### src/rtl/ebc_pkg.sv
`default_nettype none
package ebc_pkg;
  // Register offsets: word addresses, so all five fit the 4-bit port
  localparam logic [3:0] ADDR_TIMING = 4'h0;
  localparam logic [3:0] ADDR_CTRL = 4'h1;
  localparam logic [3:0] ADDR_ADDR = 4'h2;
  localparam logic [3:0] ADDR_DATA = 4'h3;
  localparam logic [3:0] ADDR_STATUS = 4'h4;
  // Timing register fields
  localparam int TF_AB = 0;
  localparam int TF_AB_EXT = 1;
  localparam int TF_C = 3;
  localparam int TF_D = 5;
  localparam int TF_E = 6;
  localparam int TF_F = 11;
  localparam logic [12:0] TIMING_RST = 13'h0000;
  // Control register fields
  localparam int CF_RDY_EN = 0;
  localparam int CF_RDY_POL = 1;
  localparam int CF_RDY_ASYNC = 2;
  localparam logic [2:0] CTRL_RST = 3'h0;
  // Command register: bit0 start, bit1 write, bits 31:16 address, window id from bits 31:28
  localparam int CMD_START = 0;
  localparam int CMD_WRITE = 1;

  typedef struct packed {
    logic [1:0] f;
    logic [4:0] e;
    logic d;
    logic [1:0] c;
    logic [1:0] ab_ext;
    logic ab;
  } ebc_timing_t;

  typedef struct packed {
    logic rd_n;
    logic wr_n;
    logic ale;
  } ebc_strobe_t;

  typedef enum logic [3:0] {
    S_IDLE, S_AB, S_C, S_D, S_E, S_RDY, S_F,
    S_REL, S_HELD, S_REGAIN
  } ebc_state_t;
endpackage
`default_nettype wire

### src/rtl/ebc_ctrl.sv
// Summary of operation
// - Each bus cycle runs five phases with programmed durations.
// - Address setup one or two periods, plus zero to three on window change.
// - Command delay one to four periods; write-data setup one or two periods.
// - Access one to thirty-two periods; hold one to four periods.
// - With ready enabled the external module ends the access phase.
// - Ready polarity is selectable and applied to the sampled level.
// - Asynchronous ready passes an extra stage, adding at least one wait.
// - Ready inactive adds one wait; active ends the cycle.
// - Read data latched on the edge that raises the read strobe.
// - Running cycle finishes before the bus is granted.
// - Strobes driven inactive before floating, and again before reuse.
// - Regain starts only when the hold input hold_n_in goes high, so hold_req drops.
// - Master may drop hold anytime; device then reclaims normally.
//
// Chosen here: the Avalon-MM interface to the registers and the register offsets.
`default_nettype none
module ebc_ctrl (
  input wire logic ref_clk,
  input wire logic rst_n,
  input wire logic [3:0] avs_address,
  input wire logic avs_read,
  input wire logic avs_write,
  input wire logic [31:0] avs_writedata,
  output logic [31:0] avs_readdata,
  output logic avs_waitrequest,
  output logic bus_reference_clock_out,
  output logic [15:0] addr_out,
  output logic [15:0] data_out,
  output logic data_oe,
  input wire logic [15:0] data_in,
  output logic rd_n_out,
  output logic wr_n_out,
  output logic ale_out,
  output logic ctrl_oe,
  input wire logic ready_in,
  input wire logic hold_n_in,
  output logic hold_grant_out,
  output logic bus_reclaim_request
);
  ebc_pkg::ebc_timing_t chip_select_timing_config;
  logic [2:0] ctrl;
  logic [15:0] addr_reg;
  logic [15:0] wdata;
  logic [15:0] rdata;
  logic [15:0] window;
  logic [15:0] last_window;
  logic pend;
  logic pend_write;
  logic done_flag;
  ebc_pkg::ebc_state_t state;
  logic [4:0] cnt;
  logic [1:0] rdy_sync;
  logic rdy_async;
  logic [1:0] hold_sync;
  logic rdy_active;
  logic rdy_raw;

  // Reference clock: CPU clock divided by two, one bus period per phase unit
  always_ff @(posedge ref_clk or negedge rst_n)
  begin
    if (!rst_n)
      bus_reference_clock_out <= 1'b0;
    else
      bus_reference_clock_out <= ~bus_reference_clock_out;
  end
  wire logic tick = bus_reference_clock_out;

  // Input synchronisers
  always_ff @(posedge ref_clk or negedge rst_n)
  begin
    if (!rst_n)
    begin
      rdy_sync <= 2'h0;
      hold_sync <= 2'h3;
    end
    else
    begin
      rdy_sync <= {rdy_sync[0], ready_in};
      hold_sync <= {hold_sync[0], hold_n_in};
    end
  end

  // Extra stage for asynchronous ready costs one more bus period
  always_ff @(posedge ref_clk or negedge rst_n)
  begin
    if (!rst_n)
      rdy_async <= 1'b0;
    else if (tick)
      rdy_async <= rdy_sync[1];
  end

  always_comb
  begin
    rdy_raw = ctrl[ebc_pkg::CF_RDY_ASYNC] ? rdy_async : rdy_sync[1];
    rdy_active = rdy_raw ^ ~ctrl[ebc_pkg::CF_RDY_POL];
  end

  wire logic hold_req = ~hold_sync[1];
  wire logic bus_cycle = (state != ebc_pkg::S_IDLE)
    && (state != ebc_pkg::S_REL) && (state != ebc_pkg::S_HELD)
    && (state != ebc_pkg::S_REGAIN);

  // Avalon slave: one wait cycle, then answer
  logic acc_d;
  always_ff @(posedge ref_clk or negedge rst_n)
  begin
    if (!rst_n)
      acc_d <= 1'b0;
    else
      acc_d <= (avs_read | avs_write) & ~acc_d;
  end
  assign avs_waitrequest = (avs_read | avs_write) & ~acc_d;
  wire logic wr_take = avs_write & acc_d;
  wire logic start_req = wr_take && avs_address == ebc_pkg::ADDR_ADDR
    && avs_writedata[ebc_pkg::CMD_START] && !pend;

  always_ff @(posedge ref_clk or negedge rst_n)
  begin
    if (!rst_n)
    begin
      chip_select_timing_config <= ebc_pkg::TIMING_RST;
      ctrl <= ebc_pkg::CTRL_RST;
      wdata <= 16'h0000;
    end
    else if (wr_take)
    begin
      if (avs_address == ebc_pkg::ADDR_TIMING)
        chip_select_timing_config <= avs_writedata[12:0];
      if (avs_address == ebc_pkg::ADDR_CTRL)
        ctrl <= avs_writedata[2:0];
      if (avs_address == ebc_pkg::ADDR_DATA)
        wdata <= avs_writedata[15:0];
    end
  end

  always_ff @(posedge ref_clk or negedge rst_n)
  begin
    if (!rst_n)
    begin
      pend <= 1'b0;
      pend_write <= 1'b0;
      addr_reg <= 16'h0000;
      window <= 16'h0000;
    end
    else if (start_req)
    begin
      pend <= 1'b1;
      pend_write <= avs_writedata[ebc_pkg::CMD_WRITE];
      addr_reg <= avs_writedata[31:16];
      window <= {12'h000, avs_writedata[31:28]};
    end
    else if (state == ebc_pkg::S_F && tick && cnt == 5'h00)
      pend <= 1'b0;
  end

  always_comb
  begin
    avs_readdata = 32'h00000000;
    case (avs_address)
      ebc_pkg::ADDR_TIMING:
        avs_readdata = {19'h00000, chip_select_timing_config};
      ebc_pkg::ADDR_CTRL:
        avs_readdata = {29'h00000000, ctrl};
      ebc_pkg::ADDR_ADDR:
        avs_readdata = {addr_reg, 16'h0000};
      ebc_pkg::ADDR_DATA:
        avs_readdata = {16'h0000, rdata};
      ebc_pkg::ADDR_STATUS:
        avs_readdata = {27'h0000000, done_flag, hold_grant_out,
          bus_reclaim_request, pend, bus_cycle};
      default:
        avs_readdata = 32'h00000000;
    endcase
  end

  // Phase sequencer; all phase counts step on reference clock periods
  wire ebc_pkg::ebc_timing_t t = chip_select_timing_config;
  always_ff @(posedge ref_clk or negedge rst_n)
  begin
    if (!rst_n)
    begin
      state <= ebc_pkg::S_IDLE;
      cnt <= 5'h00;
      last_window <= 16'h0000;
    end
    else if (tick)
    begin
      case (state)
        ebc_pkg::S_IDLE:
          if (hold_req)
            state <= ebc_pkg::S_REL;
          else if (pend)
          begin
            state <= ebc_pkg::S_AB;
            if (window != last_window)
              cnt <= 5'(t.ab) + 5'(t.ab_ext);
            else
              cnt <= 5'(t.ab);
            last_window <= window;
          end
        ebc_pkg::S_AB:
          if (cnt != 5'h00)
            cnt <= cnt - 5'h01;
          else
          begin
            state <= ebc_pkg::S_C;
            cnt <= 5'(t.c);
          end
        ebc_pkg::S_C:
          if (cnt != 5'h00)
            cnt <= cnt - 5'h01;
          else
          begin
            state <= ebc_pkg::S_D;
            cnt <= 5'(t.d);
          end
        ebc_pkg::S_D:
          if (cnt != 5'h00)
            cnt <= cnt - 5'h01;
          else
          begin
            state <= ebc_pkg::S_E;
            cnt <= t.e;
          end
        ebc_pkg::S_E:
          if (cnt != 5'h00)
            cnt <= cnt - 5'h01;
          else if (ctrl[ebc_pkg::CF_RDY_EN] && !rdy_active)
            state <= ebc_pkg::S_RDY;
          else
          begin
            state <= ebc_pkg::S_F;
            cnt <= 5'(t.f);
          end
        ebc_pkg::S_RDY:
          if (rdy_active)
          begin
            state <= ebc_pkg::S_F;
            cnt <= 5'(t.f);
          end
        ebc_pkg::S_F:
          if (cnt != 5'h00)
            cnt <= cnt - 5'h01;
          else
            state <= ebc_pkg::S_IDLE;
        ebc_pkg::S_REL:
          state <= ebc_pkg::S_HELD;
        ebc_pkg::S_HELD:
          if (!hold_req)
            state <= ebc_pkg::S_REGAIN;
        ebc_pkg::S_REGAIN:
          state <= ebc_pkg::S_IDLE;
        default:
          state <= ebc_pkg::S_IDLE;
      endcase
    end
  end

  // Read data captured on the edge that raises the read strobe
  always_ff @(posedge ref_clk or negedge rst_n)
  begin
    if (!rst_n)
      rdata <= 16'h0000;
    else if (!rd_n_out && state != ebc_pkg::S_E && state != ebc_pkg::S_RDY)
      rdata <= data_in;
  end

  always_ff @(posedge ref_clk or negedge rst_n)
  begin
    if (!rst_n)
      done_flag <= 1'b0;
    else if (start_req)
      done_flag <= 1'b0;
    else if (tick && state == ebc_pkg::S_F && cnt == 5'h00)
      done_flag <= 1'b1;
  end

  // Pin outputs
  ebc_pkg::ebc_strobe_t next_strobe;
  always_comb
  begin
    next_strobe = '{rd_n: 1'b1, wr_n: 1'b1, ale: 1'b0};
    if (state == ebc_pkg::S_AB)
      next_strobe.ale = 1'b1;
    if (state == ebc_pkg::S_E || state == ebc_pkg::S_RDY)
    begin
      next_strobe.rd_n = pend_write;
      next_strobe.wr_n = ~pend_write;
    end
  end

  always_ff @(posedge ref_clk or negedge rst_n)
  begin
    if (!rst_n)
    begin
      rd_n_out <= 1'b1;
      wr_n_out <= 1'b1;
      ale_out <= 1'b0;
      ctrl_oe <= 1'b1;
      addr_out <= 16'h0000;
      data_out <= 16'h0000;
      data_oe <= 1'b0;
    end
    else
    begin
      rd_n_out <= next_strobe.rd_n;
      wr_n_out <= next_strobe.wr_n;
      ale_out <= next_strobe.ale;
      // Strobes stay driven inactive in the release and regain states
      ctrl_oe <= state != ebc_pkg::S_HELD;
      addr_out <= addr_reg;
      data_out <= wdata;
      data_oe <= pend_write && (state == ebc_pkg::S_D
        || state == ebc_pkg::S_E || state == ebc_pkg::S_RDY
        || state == ebc_pkg::S_F);
    end
  end

  always_ff @(posedge ref_clk or negedge rst_n)
  begin
    if (!rst_n)
    begin
      hold_grant_out <= 1'b0;
      bus_reclaim_request <= 1'b0;
    end
    else
    begin
      hold_grant_out <= state == ebc_pkg::S_HELD && hold_req;
      bus_reclaim_request <= state == ebc_pkg::S_HELD && pend;
    end
  end
endmodule
`default_nettype wire

### config.mk
export PLATFORM = sky130hd
export DESIGN_NAME = ebc_ctrl
export DESIGN_NICKNAME = d
export VERILOG_FILES = /design/src/rtl/ebc_pkg.sv /design/src/rtl/ebc_ctrl.sv
export SDC_FILE = /design/constraint.sdc
export NUM_CORES = 1
export LEC_CHECK = 0
export ABC_AREA = 1
export BUFFER_PORTS_ARGS = -buffer_cell sky130_fd_sc_hd__buf_2
export CORE_MARGIN = 2
export CORE_UTILIZATION = 55
export DETAILED_ROUTE_END_ITERATION = 10
export PLACE_DENSITY = 0.82
export SKIP_CTS_REPAIR_TIMING = 1
export SYNTH_ARGS = -nofsm -noshare
export SYNTH_HDL_FRONTEND = slang
export SYNTH_SLANG_ARGS = --single-unit
### constraint.sdc
create_clock -name ref_clk -period 3.7 [get_ports ref_clk]
set_input_delay 0.37 -clock ref_clk [delete_from_list [all_inputs] [get_ports ref_clk]]
set_output_delay 0.37 -clock ref_clk [all_outputs]
set_load 0.005 [all_outputs]
* Word-level counts from Yosys, hierarchy flattened *
Cells that the tools add are included.

word-level totals
  word-level logic and storage cells = 136
  register bits = 130
  input port bits = 58

cells by class
  reductions and logical operators = 34
  multiplexer cells = 30
  eq/ne operators = 30
  bitwise logic cells = 9
  add/subtract/negate cells = 2

operator list
  cell                                                                   number
  32-bit one-hot mux with 5 select lines                                 1
  5-bit 2-to-1 mux                                                       9
  4-bit 2-to-1 mux                                                       9
  4-bit one-hot mux with 9 select lines                                  1
  5-bit one-hot mux with 7 select lines                                  1
  4-bit by 3-bit equality test with 1-bit output, second input constant  5
  2-bit != test, second input constant                                   10
  4-bit by 2-bit equality test with 1-bit output, second input constant  4
  1-bit logical AND                                                      14
  4-bit by 3-bit != test with 1-bit output, second input constant        3
  9-bit AND reduction                                                    1
  4-bit by 1-bit equality test with 1-bit output, second input constant  2
  4-bit zero test                                                        2
  4-bit != test, second input constant                                   2
  7-bit AND reduction                                                    1
  7-bit nonzero test                                                     1
  1-bit 2-to-1 mux                                                       6
  3-bit != test, second input constant                                   2
  2-bit AND reduction                                                    3
  5-bit zero test                                                        1
  1-bit inverter                                                         5
  5-bit nonzero test                                                     1
  5-bit by 1-bit subtractor with 5-bit output, second input constant     1
  4-bit equality test, second input constant                             1
  12 further kinds                                                       19

* Depth between registers and ports, before layout *
Gate-level depths: netlist (run 1).

  depth in word-level cells = 7
  depth in mapped cells = 12

* Worst setup path before layout (run 1) *
OpenSTA, ideal clock, no wires.

  kind = input-to-output
  start point = in avs_address[3]
  end point = out avs_readdata[1]
  slack = 2.062 ns
  path buffers = 1
  cell stages on the path = 6
  required time = 3.330 ns
  arrival time = 1.268 ns
  cell sequence = nor2_1 nand3_1 inv_1 clkbuf_1 nand2_1 o2111ai_1

between the ends
  word-level cells in the longest chain between the ends = 2

RTL lines
  element                                                                       RTL line         text
  from (decl)                                                                   ebc_ctrl.sv:21   input wire logic [3:0] avs_address,
  4-bit by 3-bit equality test with 1-bit output, or another cell as far along  ebc_ctrl.sv:160  case (avs_address)
  32-bit one-hot mux with 5 select lines (*)                                    ebc_ctrl.sv:160
  to (decl)                                                                     ebc_ctrl.sv:25   output logic [31:0] avs_readdata,

Mark *: on every way between the ends. The rest lies on a longest branch, timed or not.

* Final worst setup path (run 1) *
  start point = reg state[1]
  end point = out avs_readdata[0]

between the ends
  word-level cells in the longest chain between the ends = 5

RTL lines
  element                                                                         RTL line                          text
  from (decl)                                                                     ebc_ctrl.sv:51                    ebc_pkg::ebc_state_t state;
  from (signal assigned)                                                          ebc_ctrl.sv:183                   state <= ebc_pkg::S_IDLE;
  from (signal assigned)                                                          ebc_ctrl.sv:192                   state <= ebc_pkg::S_REL;
  from (signal assigned)                                                          ebc_ctrl.sv:195                   state <= ebc_pkg::S_AB;
  4-bit by 3-bit != test with 1-bit output or 4-bit nonzero test (tied branches)  ebc_ctrl.sv:101, ebc_ctrl.sv:100
  1-bit logical AND (2 in series)                                                 ebc_ctrl.sv:101                   && (state != ebc_pkg::S_REL) && (state != ebc_pkg::S_HELD)
  1-bit logical AND (*)                                                           ebc_ctrl.sv:102                   && (state != ebc_pkg::S_REGAIN);
  32-bit one-hot mux with 5 select lines (*)                                      ebc_ctrl.sv:160

Marked as above.

==> metrics.yaml, run 1 <==
die_x_um: 102
critPathSlowestCell: "dfrtp_1"
fin_crit_ns: 2.39
initialDrtViolationCount: 174
h-tree-depth: 4
status: "complete, but fails checks"
vias_per_cell: 5.23
setup_tns_ns: 0
leakagePower_nw: 3.53
cts-root-buf: "clkbuf_8"
slew_headroom_pct: 42.1
route.vias.total: 4417
crit_buf_inv: 1
p_per_area_nw_per_um2: 767
crit_required_ns: 3.33
critPathTopFamily: "simple AND/OR/NAND/NOR gates"
syn_inst: 560
irDropWorstVdd_mv: 0.448
rows: 35
grt_use_total_pct: 27.1
n_antenna_cell: 0
dp_hpwl_mm: 9.35
max_slew.worst_pin.slew_ns: 0.869
nNetsFinal: 764
timing.max_cap.violations: 0
grt_start_max_net_pins: 71
grt_pass1_wl_mm: 21.1
synth_nets: 622
antenna_found_initial: 0
globalplace.congestion: 0.932
hold_violations: 67
dp_cells: 810
layout-drive-gt1-share_pct: 26.9
dieHeight_um: 102
cts_buffers: 17
initial_core_util_pct: 56.9
post-route-period-util_pct: 64.6
cp-start-kind: "register"
crit_arrival_ns: 2.02
violations: "hold timing"
worstSetupPathType: "register to output port"
drv_slew: 0
fillers: 678
syn_avg_cell_area_um2: 9.38
cts_tree: "built"
holdWs_ns: -0.0483
overflow: 0
synth_cell_type_count: 33
rsz0062_at_grt: "no"
ant_nets: 0
worstPathCellList: "nor2_1, nand3_1, o21a_1, nand4_1, o2111ai_1, buf_2"
fmax_ghz: 0.418
finalSetupViolCount: 0
synth_seq_cells: 126
wirelength_mm: 13.2
cts.path.max_buffers: 2
route.detailed.drc: 0
synth_area_um2: 5260
dieArea_um2: 10400
hp-class: "input port to asynchronous set/reset pin"
clock_latency_ns: 0.52
end_kind: "output port"
portBuffers: 130
p_total_mw: 5.09
drtPass1Iterations: 6
syn2layout_area_growth_pct: 26.5
path_max_fanout: 6
grt_pass1_vias: 4336
fin_skew_ns: 0.0102
synth_seq_area_share_pct: 60.1
clk_pin_slew_ns: 0.06
yosysWarnings: 0
core_um2: 9240
clock-sinks: 126
slowest_delay_ns: 0.46
final_cells: 844
wl_per_cell_um: 15.7
ios: 131
==> cells in the mapped netlist (all sizes together) <==
library cell  instances  area (um^2)
nand3b                2         15.0
o21ai                68          344
o2111ai               2         17.5
a22o                  5         43.8
nor4                  1         6.26
inv                  74          278
nand2               143          547
o211ai                2         15.0
dfrtp               121         3030
xor2                  7         61.3
a21oi                 4         20.0
clkbuf                4         15.0
nand3                26          135
nor2                 57          224
dfstp                 5          131
ha                    4         50.1
o21a                  2         15.0
nand4                 6         37.5
nor3                  1         5.00
mux2                 16          195
or2                   1         6.26
clkinv                1         3.75
buf                   8         61.3
==> placed cells by master (no fill, tap or decap), types with 2 or more instances in the layout <==
cell	n
o21ai_0	67
buf_4	4
nor2_1	55
inv_8	2
bufinv_16	3
buf_2	129
o21a_1	2
clkbuf_16	16
dfrtp_1	121
nand2_1	141
clkbuf_8	2
nand3b_1	2
a21oi_1	4
clkinvlp_4	3
nand3_1	25
xor2_1	7
o211ai_1	2
nand4_1	6
inv_6	4
a22o_1	5
mux2_4	4
mux2_2	12
ha_1	4
dfstp_2	5
o2111ai_1	2
inv_1	73
dlygate4sd3_1	2
==> through the flow <==
step	setup WS (ns)	area [um^2]	utilization, %
final	1.31	6650	71.9
after floorplan	2.06	5260	-
after detailed placement	1.26	6020	65.1
after global routing	1.24	6650	71.9
after global placement	1.37	6020	65.1
after CTS	1.33	6630	71.7
==> kinds of logic after synthesis <==
| logic type | Yosys count | synth area share (%) |
|---|---|---|
| buffers and inverters | 87 | 6.81 |
| adders and majority gates | 4 | 0.952 |
| xor gates and xnor gates | 7 | 1.17 |
| DFF | 126 | 60.1 |
| AOI/OAI and AO/OA | 83 | 8.67 |
| muxes | 16 | 3.71 |
| and+or+nand+nor | 237 | 18.6 |
==> worst paths after layout <==
path                              startpoint              end  slack, ns  cells past startpoint
setup / recovery                    state[1]  avs_readdata[0]       1.31                      6
hold / removal                         rst_n        wdata[14]      -0.05                      1
setup reg to reg                    state[3]         rdata[7]       1.66                      5
hold reg to reg                  rdy_sync[0]      rdy_sync[1]       0.36                      0
max in group asynchronous              rst_n         rd_n_out       2.85                      2
min in group ref_clk       avs_writedata[20]      addr_reg[4]       0.06                      3
==> per-layer routing <==
metal / share of wire, % / vias up / track usage (%)
met5: 0 / - / 0
met4: 2.7 / 0 / 12.0
met3: 6.0 / 32 / 6.35
met2: 50 / 192 / 44.2
met1: 42 / 2122 / 34.7
li1: - / 2071 / -
==> worst reg2reg max path: stages, from the launching register on <==
cell and delay [ns]:
dfrtp_1 0.47, inv_2 0.10, nand2_4 0.07, nor2_4 0.16, or2_1 0.70, mux2_2 0.43
==> where the power goes <==
group / switching [mW] / leakage, nW / internal, mW / total (mW)
clock network: 0.651 / 0.290 / 1.06 / 1.71
registers: 0.240 / 1.47 / 1.74 / 1.98
logic: 0.860 / 1.77 / 0.539 / 1.40
total: 1.75 / 3.53 / 3.34 / 5.09
==> cell type report <==
class	instances	area, um^2	area share [%]
Timing Repair Buffer	135	696	10.5
Sequential cell	126	3160	47.5
Clock buffer	19	432	6.49
Tap cell	129	161	2.43
Inverter	75	282	4.24
Multi-Input combinational cell	347	1740	26.1
Clock inverter	13	179	2.69
Power figures use the tool's default switching activity.
==> inputs of run 2 (changes only) <==
--- a/config.mk
+++ b/config.mk
@@ -8,9 +8,9 @@
 export ABC_AREA = 1
 export BUFFER_PORTS_ARGS = -buffer_cell sky130_fd_sc_hd__buf_2
 export CORE_MARGIN = 2
-export CORE_UTILIZATION = 55
+export CORE_UTILIZATION = 53
 export DETAILED_ROUTE_END_ITERATION = 10
-export PLACE_DENSITY = 0.82
+export PLACE_DENSITY = 0.8
 export SKIP_CTS_REPAIR_TIMING = 1
 export SYNTH_ARGS = -nofsm -noshare
 export SYNTH_HDL_FRONTEND = slang
==> constraint.sdc (replaced) <==
create_clock -name ref_clk -period 2.41 [get_ports ref_clk]
set_input_delay 0.241 -clock ref_clk [delete_from_list [all_inputs] [get_ports ref_clk]]
set_output_delay 0.241 -clock ref_clk [all_outputs]
set_load 0.005 [all_outputs]
==> run 2 against run 1 <==
  * Setup slack worse by 1.1 ns
  * The run still ends with hold timing left
  * Count of clock-buffer cells in the layout up 3
  * Largest cell class unchanged
  * Critical path depth unchanged
  * Largest power group unchanged
  * Critical path type unchanged
  * Utilization up 1.5 points
  * Clock power up 57%
==> metrics.yaml, run 2 (synthesis results as in run 1) <==
drtPass1Iterations: 5  # -1
r2r-start: "cnt[0]"
dieHeight_um: 104  # +1.8%
antenna_found_initial: 0  # unchanged
ios: 131  # unchanged
fin_crit_ns: 2.20
finalSetupViolCount: 0  # unchanged
crit_arrival_ns: 1.96  # -0.06 ns
nNetsFinal: 807  # +5.6%
clk_pin_slew_ns: 0.06  # about the same
clockPowerShare_pct: 33.9  # +0.3 points
wirelength_mm: 14.0  # +5.6%
max_slew.worst_pin.slew_ns: 0.715  # -0.154 ns
status: "complete, but fails checks"
final_common_cell: "nand2_1"
cts_buffers: 17  # unchanged
holdWs_ns: -0.0265  # +0.0218 ns
slew_headroom_pct: 51.9  # +9.8 points
rsz0062_at_grt: "no"
r2r_end: "cnt[1]"
grt_pass1_wl_mm: 21.2  # +0.29%
violations: "hold timing"
clock-sinks: 126  # unchanged
globalplace.congestion: 0.931  # about the same
p_per_area_nw_per_um2: 1110  # +45%
irDropWorstVdd_mv: 0.720  # +61%
switchingPower_mw: 2.60  # +49%
layout-drive-gt1-share_pct: 25.7  # -1.1 points
cts-root-buf: "clkbuf_8"
post-route-period-util_pct: 91.5
initial_core_util_pct: 54.3  # -2.6 points
route.detailed.drc: 0  # unchanged
p_seq_share_pct: 38.3  # -0.6 points
end_kind: "output port"
layout_common_cells: "nand2_1 (141), buf_2 (129), dfrtp_1 (121)"
syn2layout_area_growth_pct: 35.3
hp-class: "input port to register"
grt_use_total_pct: 25.6  # -1.6 points
initialDrtViolationCount: 245  # +41%
p_int_mw: 5.32  # +59%
h-tree-depth: 4  # unchanged
min-delay-start: "data_in[13]"
drv_slew: 0  # unchanged
vias_per_cell: 5.05  # -3.5%
cts.path.max_buffers: 2  # unchanged
rows: 36  # +2.9%
crit_required_ns: 2.17  # -1.16 ns
p_total_mw: 7.92  # +55%
setup_tns_ns: 0  # unchanged
dp_hpwl_mm: 9.46  # +1.2%
leakagePower_nw: 3.73  # +5.7%
route.vias.total: 4498  # +1.8%
hold_end: "rdata[13]"
hold_violations: 7  # -90%
fmax_ghz: 0.454
grt_start_max_net_pins: 43  # -39%
cp-start-kind: "register"
worstSetupPathType: "register to output port"
worstHoldPathCells: 3
overflow: 0  # unchanged
dieArea_um2: 10700  # +3.6%
fin_skew_ns: 0.0160  # +0.00580 ns
cts_tree: "built"
rrSetupSlack_ns: 0.54  # -1.12 ns
clock_latency_ns: 0.54  # +0.02 ns
grt_pass1_vias: 4325  # -0.25%
n_antenna_cell: 0  # unchanged
core_um2: 9680  # +4.8%
wl_per_cell_um: 15.7  # about the same
swShare_pct: 32.8  # -1.5 points
p_comb_share_pct: 27.8  # +0.4 points
ant_nets: 0  # unchanged
portBuffers: 130  # unchanged
path_max_fanout: 6  # unchanged
die_x_um: 104  # +1.8%
timing.max_cap.violations: 0  # unchanged
r2r_cells: 11  # +6
[run 2: stage by stage]
| stage | hold WS, ns | utilization (%) | cell area (um^2) | worst slack (ns) | instances |
|---|---|---|---|---|---|
| 6_report | -0.0265 | 73.4 | 7110 | 0.206 | 891 |
| 5_1_grt | -0.00728 | 73.4 | 7110 | 0.0768 | 891 |
| 4_1_cts | -0.296 | 69.2 | 6700 | 0.208 | 850 |
| 3_5_place_dp | 0.268 | 62.7 | 6080 | 0.552 | 818 |
| 3_3_place_gp | 0.259 | 62.7 | 6080 | 0.607 | 818 |
| 2_1_floorplan | -0.0546 | - | 5260 | 0.920 | 560 |
[run 2: cell type report]
cell class,count,area (um^2)
sequential,126,3160
fill,673,2580
multi-input combinational,347,1740
timing repair buffer,178,1140
clock buffer,22,463
inverter,75,282
tap,133,166
clock inverter,10,159
[run 2: power groups by stage]
stage	combinational [mW]	sequential [mW]	clock, mW
2_1_floorplan	1.49	2.97	0
3_3_place_gp	2.04	3.04	0
3_5_place_dp	2.11	3.06	0
4_1_cts	2.12	3.04	2.71
5_1_grt	2.47	3.10	2.80
6_report	2.20	3.04	2.69
[run 2: critical path: stages, from the launching register on]
cell       delay, ns
dfrtp_1         0.47
nor2_1          0.21
nand3_1         0.19
o21a_1          0.17
nand4_1         0.11
o2111ai_1       0.14
buf_2           0.16
[run 2: worst max path at each step]
| stage | slack [ns] | startpoint | to | depth (start not counted) |
|---|---|---|---|---|
| 2_1_floorplan | 0.92 | cnt[0] | cnt[2] | 11 |
| 3_3_place_gp | 0.61 | state[3] | rdata[1] | 5 |
| 3_5_place_dp | 0.55 | state[3] | rdata[1] | 5 |
| 4_1_cts | 0.21 | state[1] | avs_readdata[0] | 6 |
| 5_1_grt | 0.08 | state[1] | avs_readdata[0] | 6 |
| 6_report | 0.21 | state[1] | avs_readdata[0] | 6 |
[run 2: routing by layer]
layer / wire, um / GRT usage [%] / share of wire, %
met4: 397 / 12.0 / 2.8
met5: 0 / 0 / 0
met2: 6890 / 39.9 / 49
met1: 5860 / 33.9 / 42
met3: 816 / 6.48 / 5.8
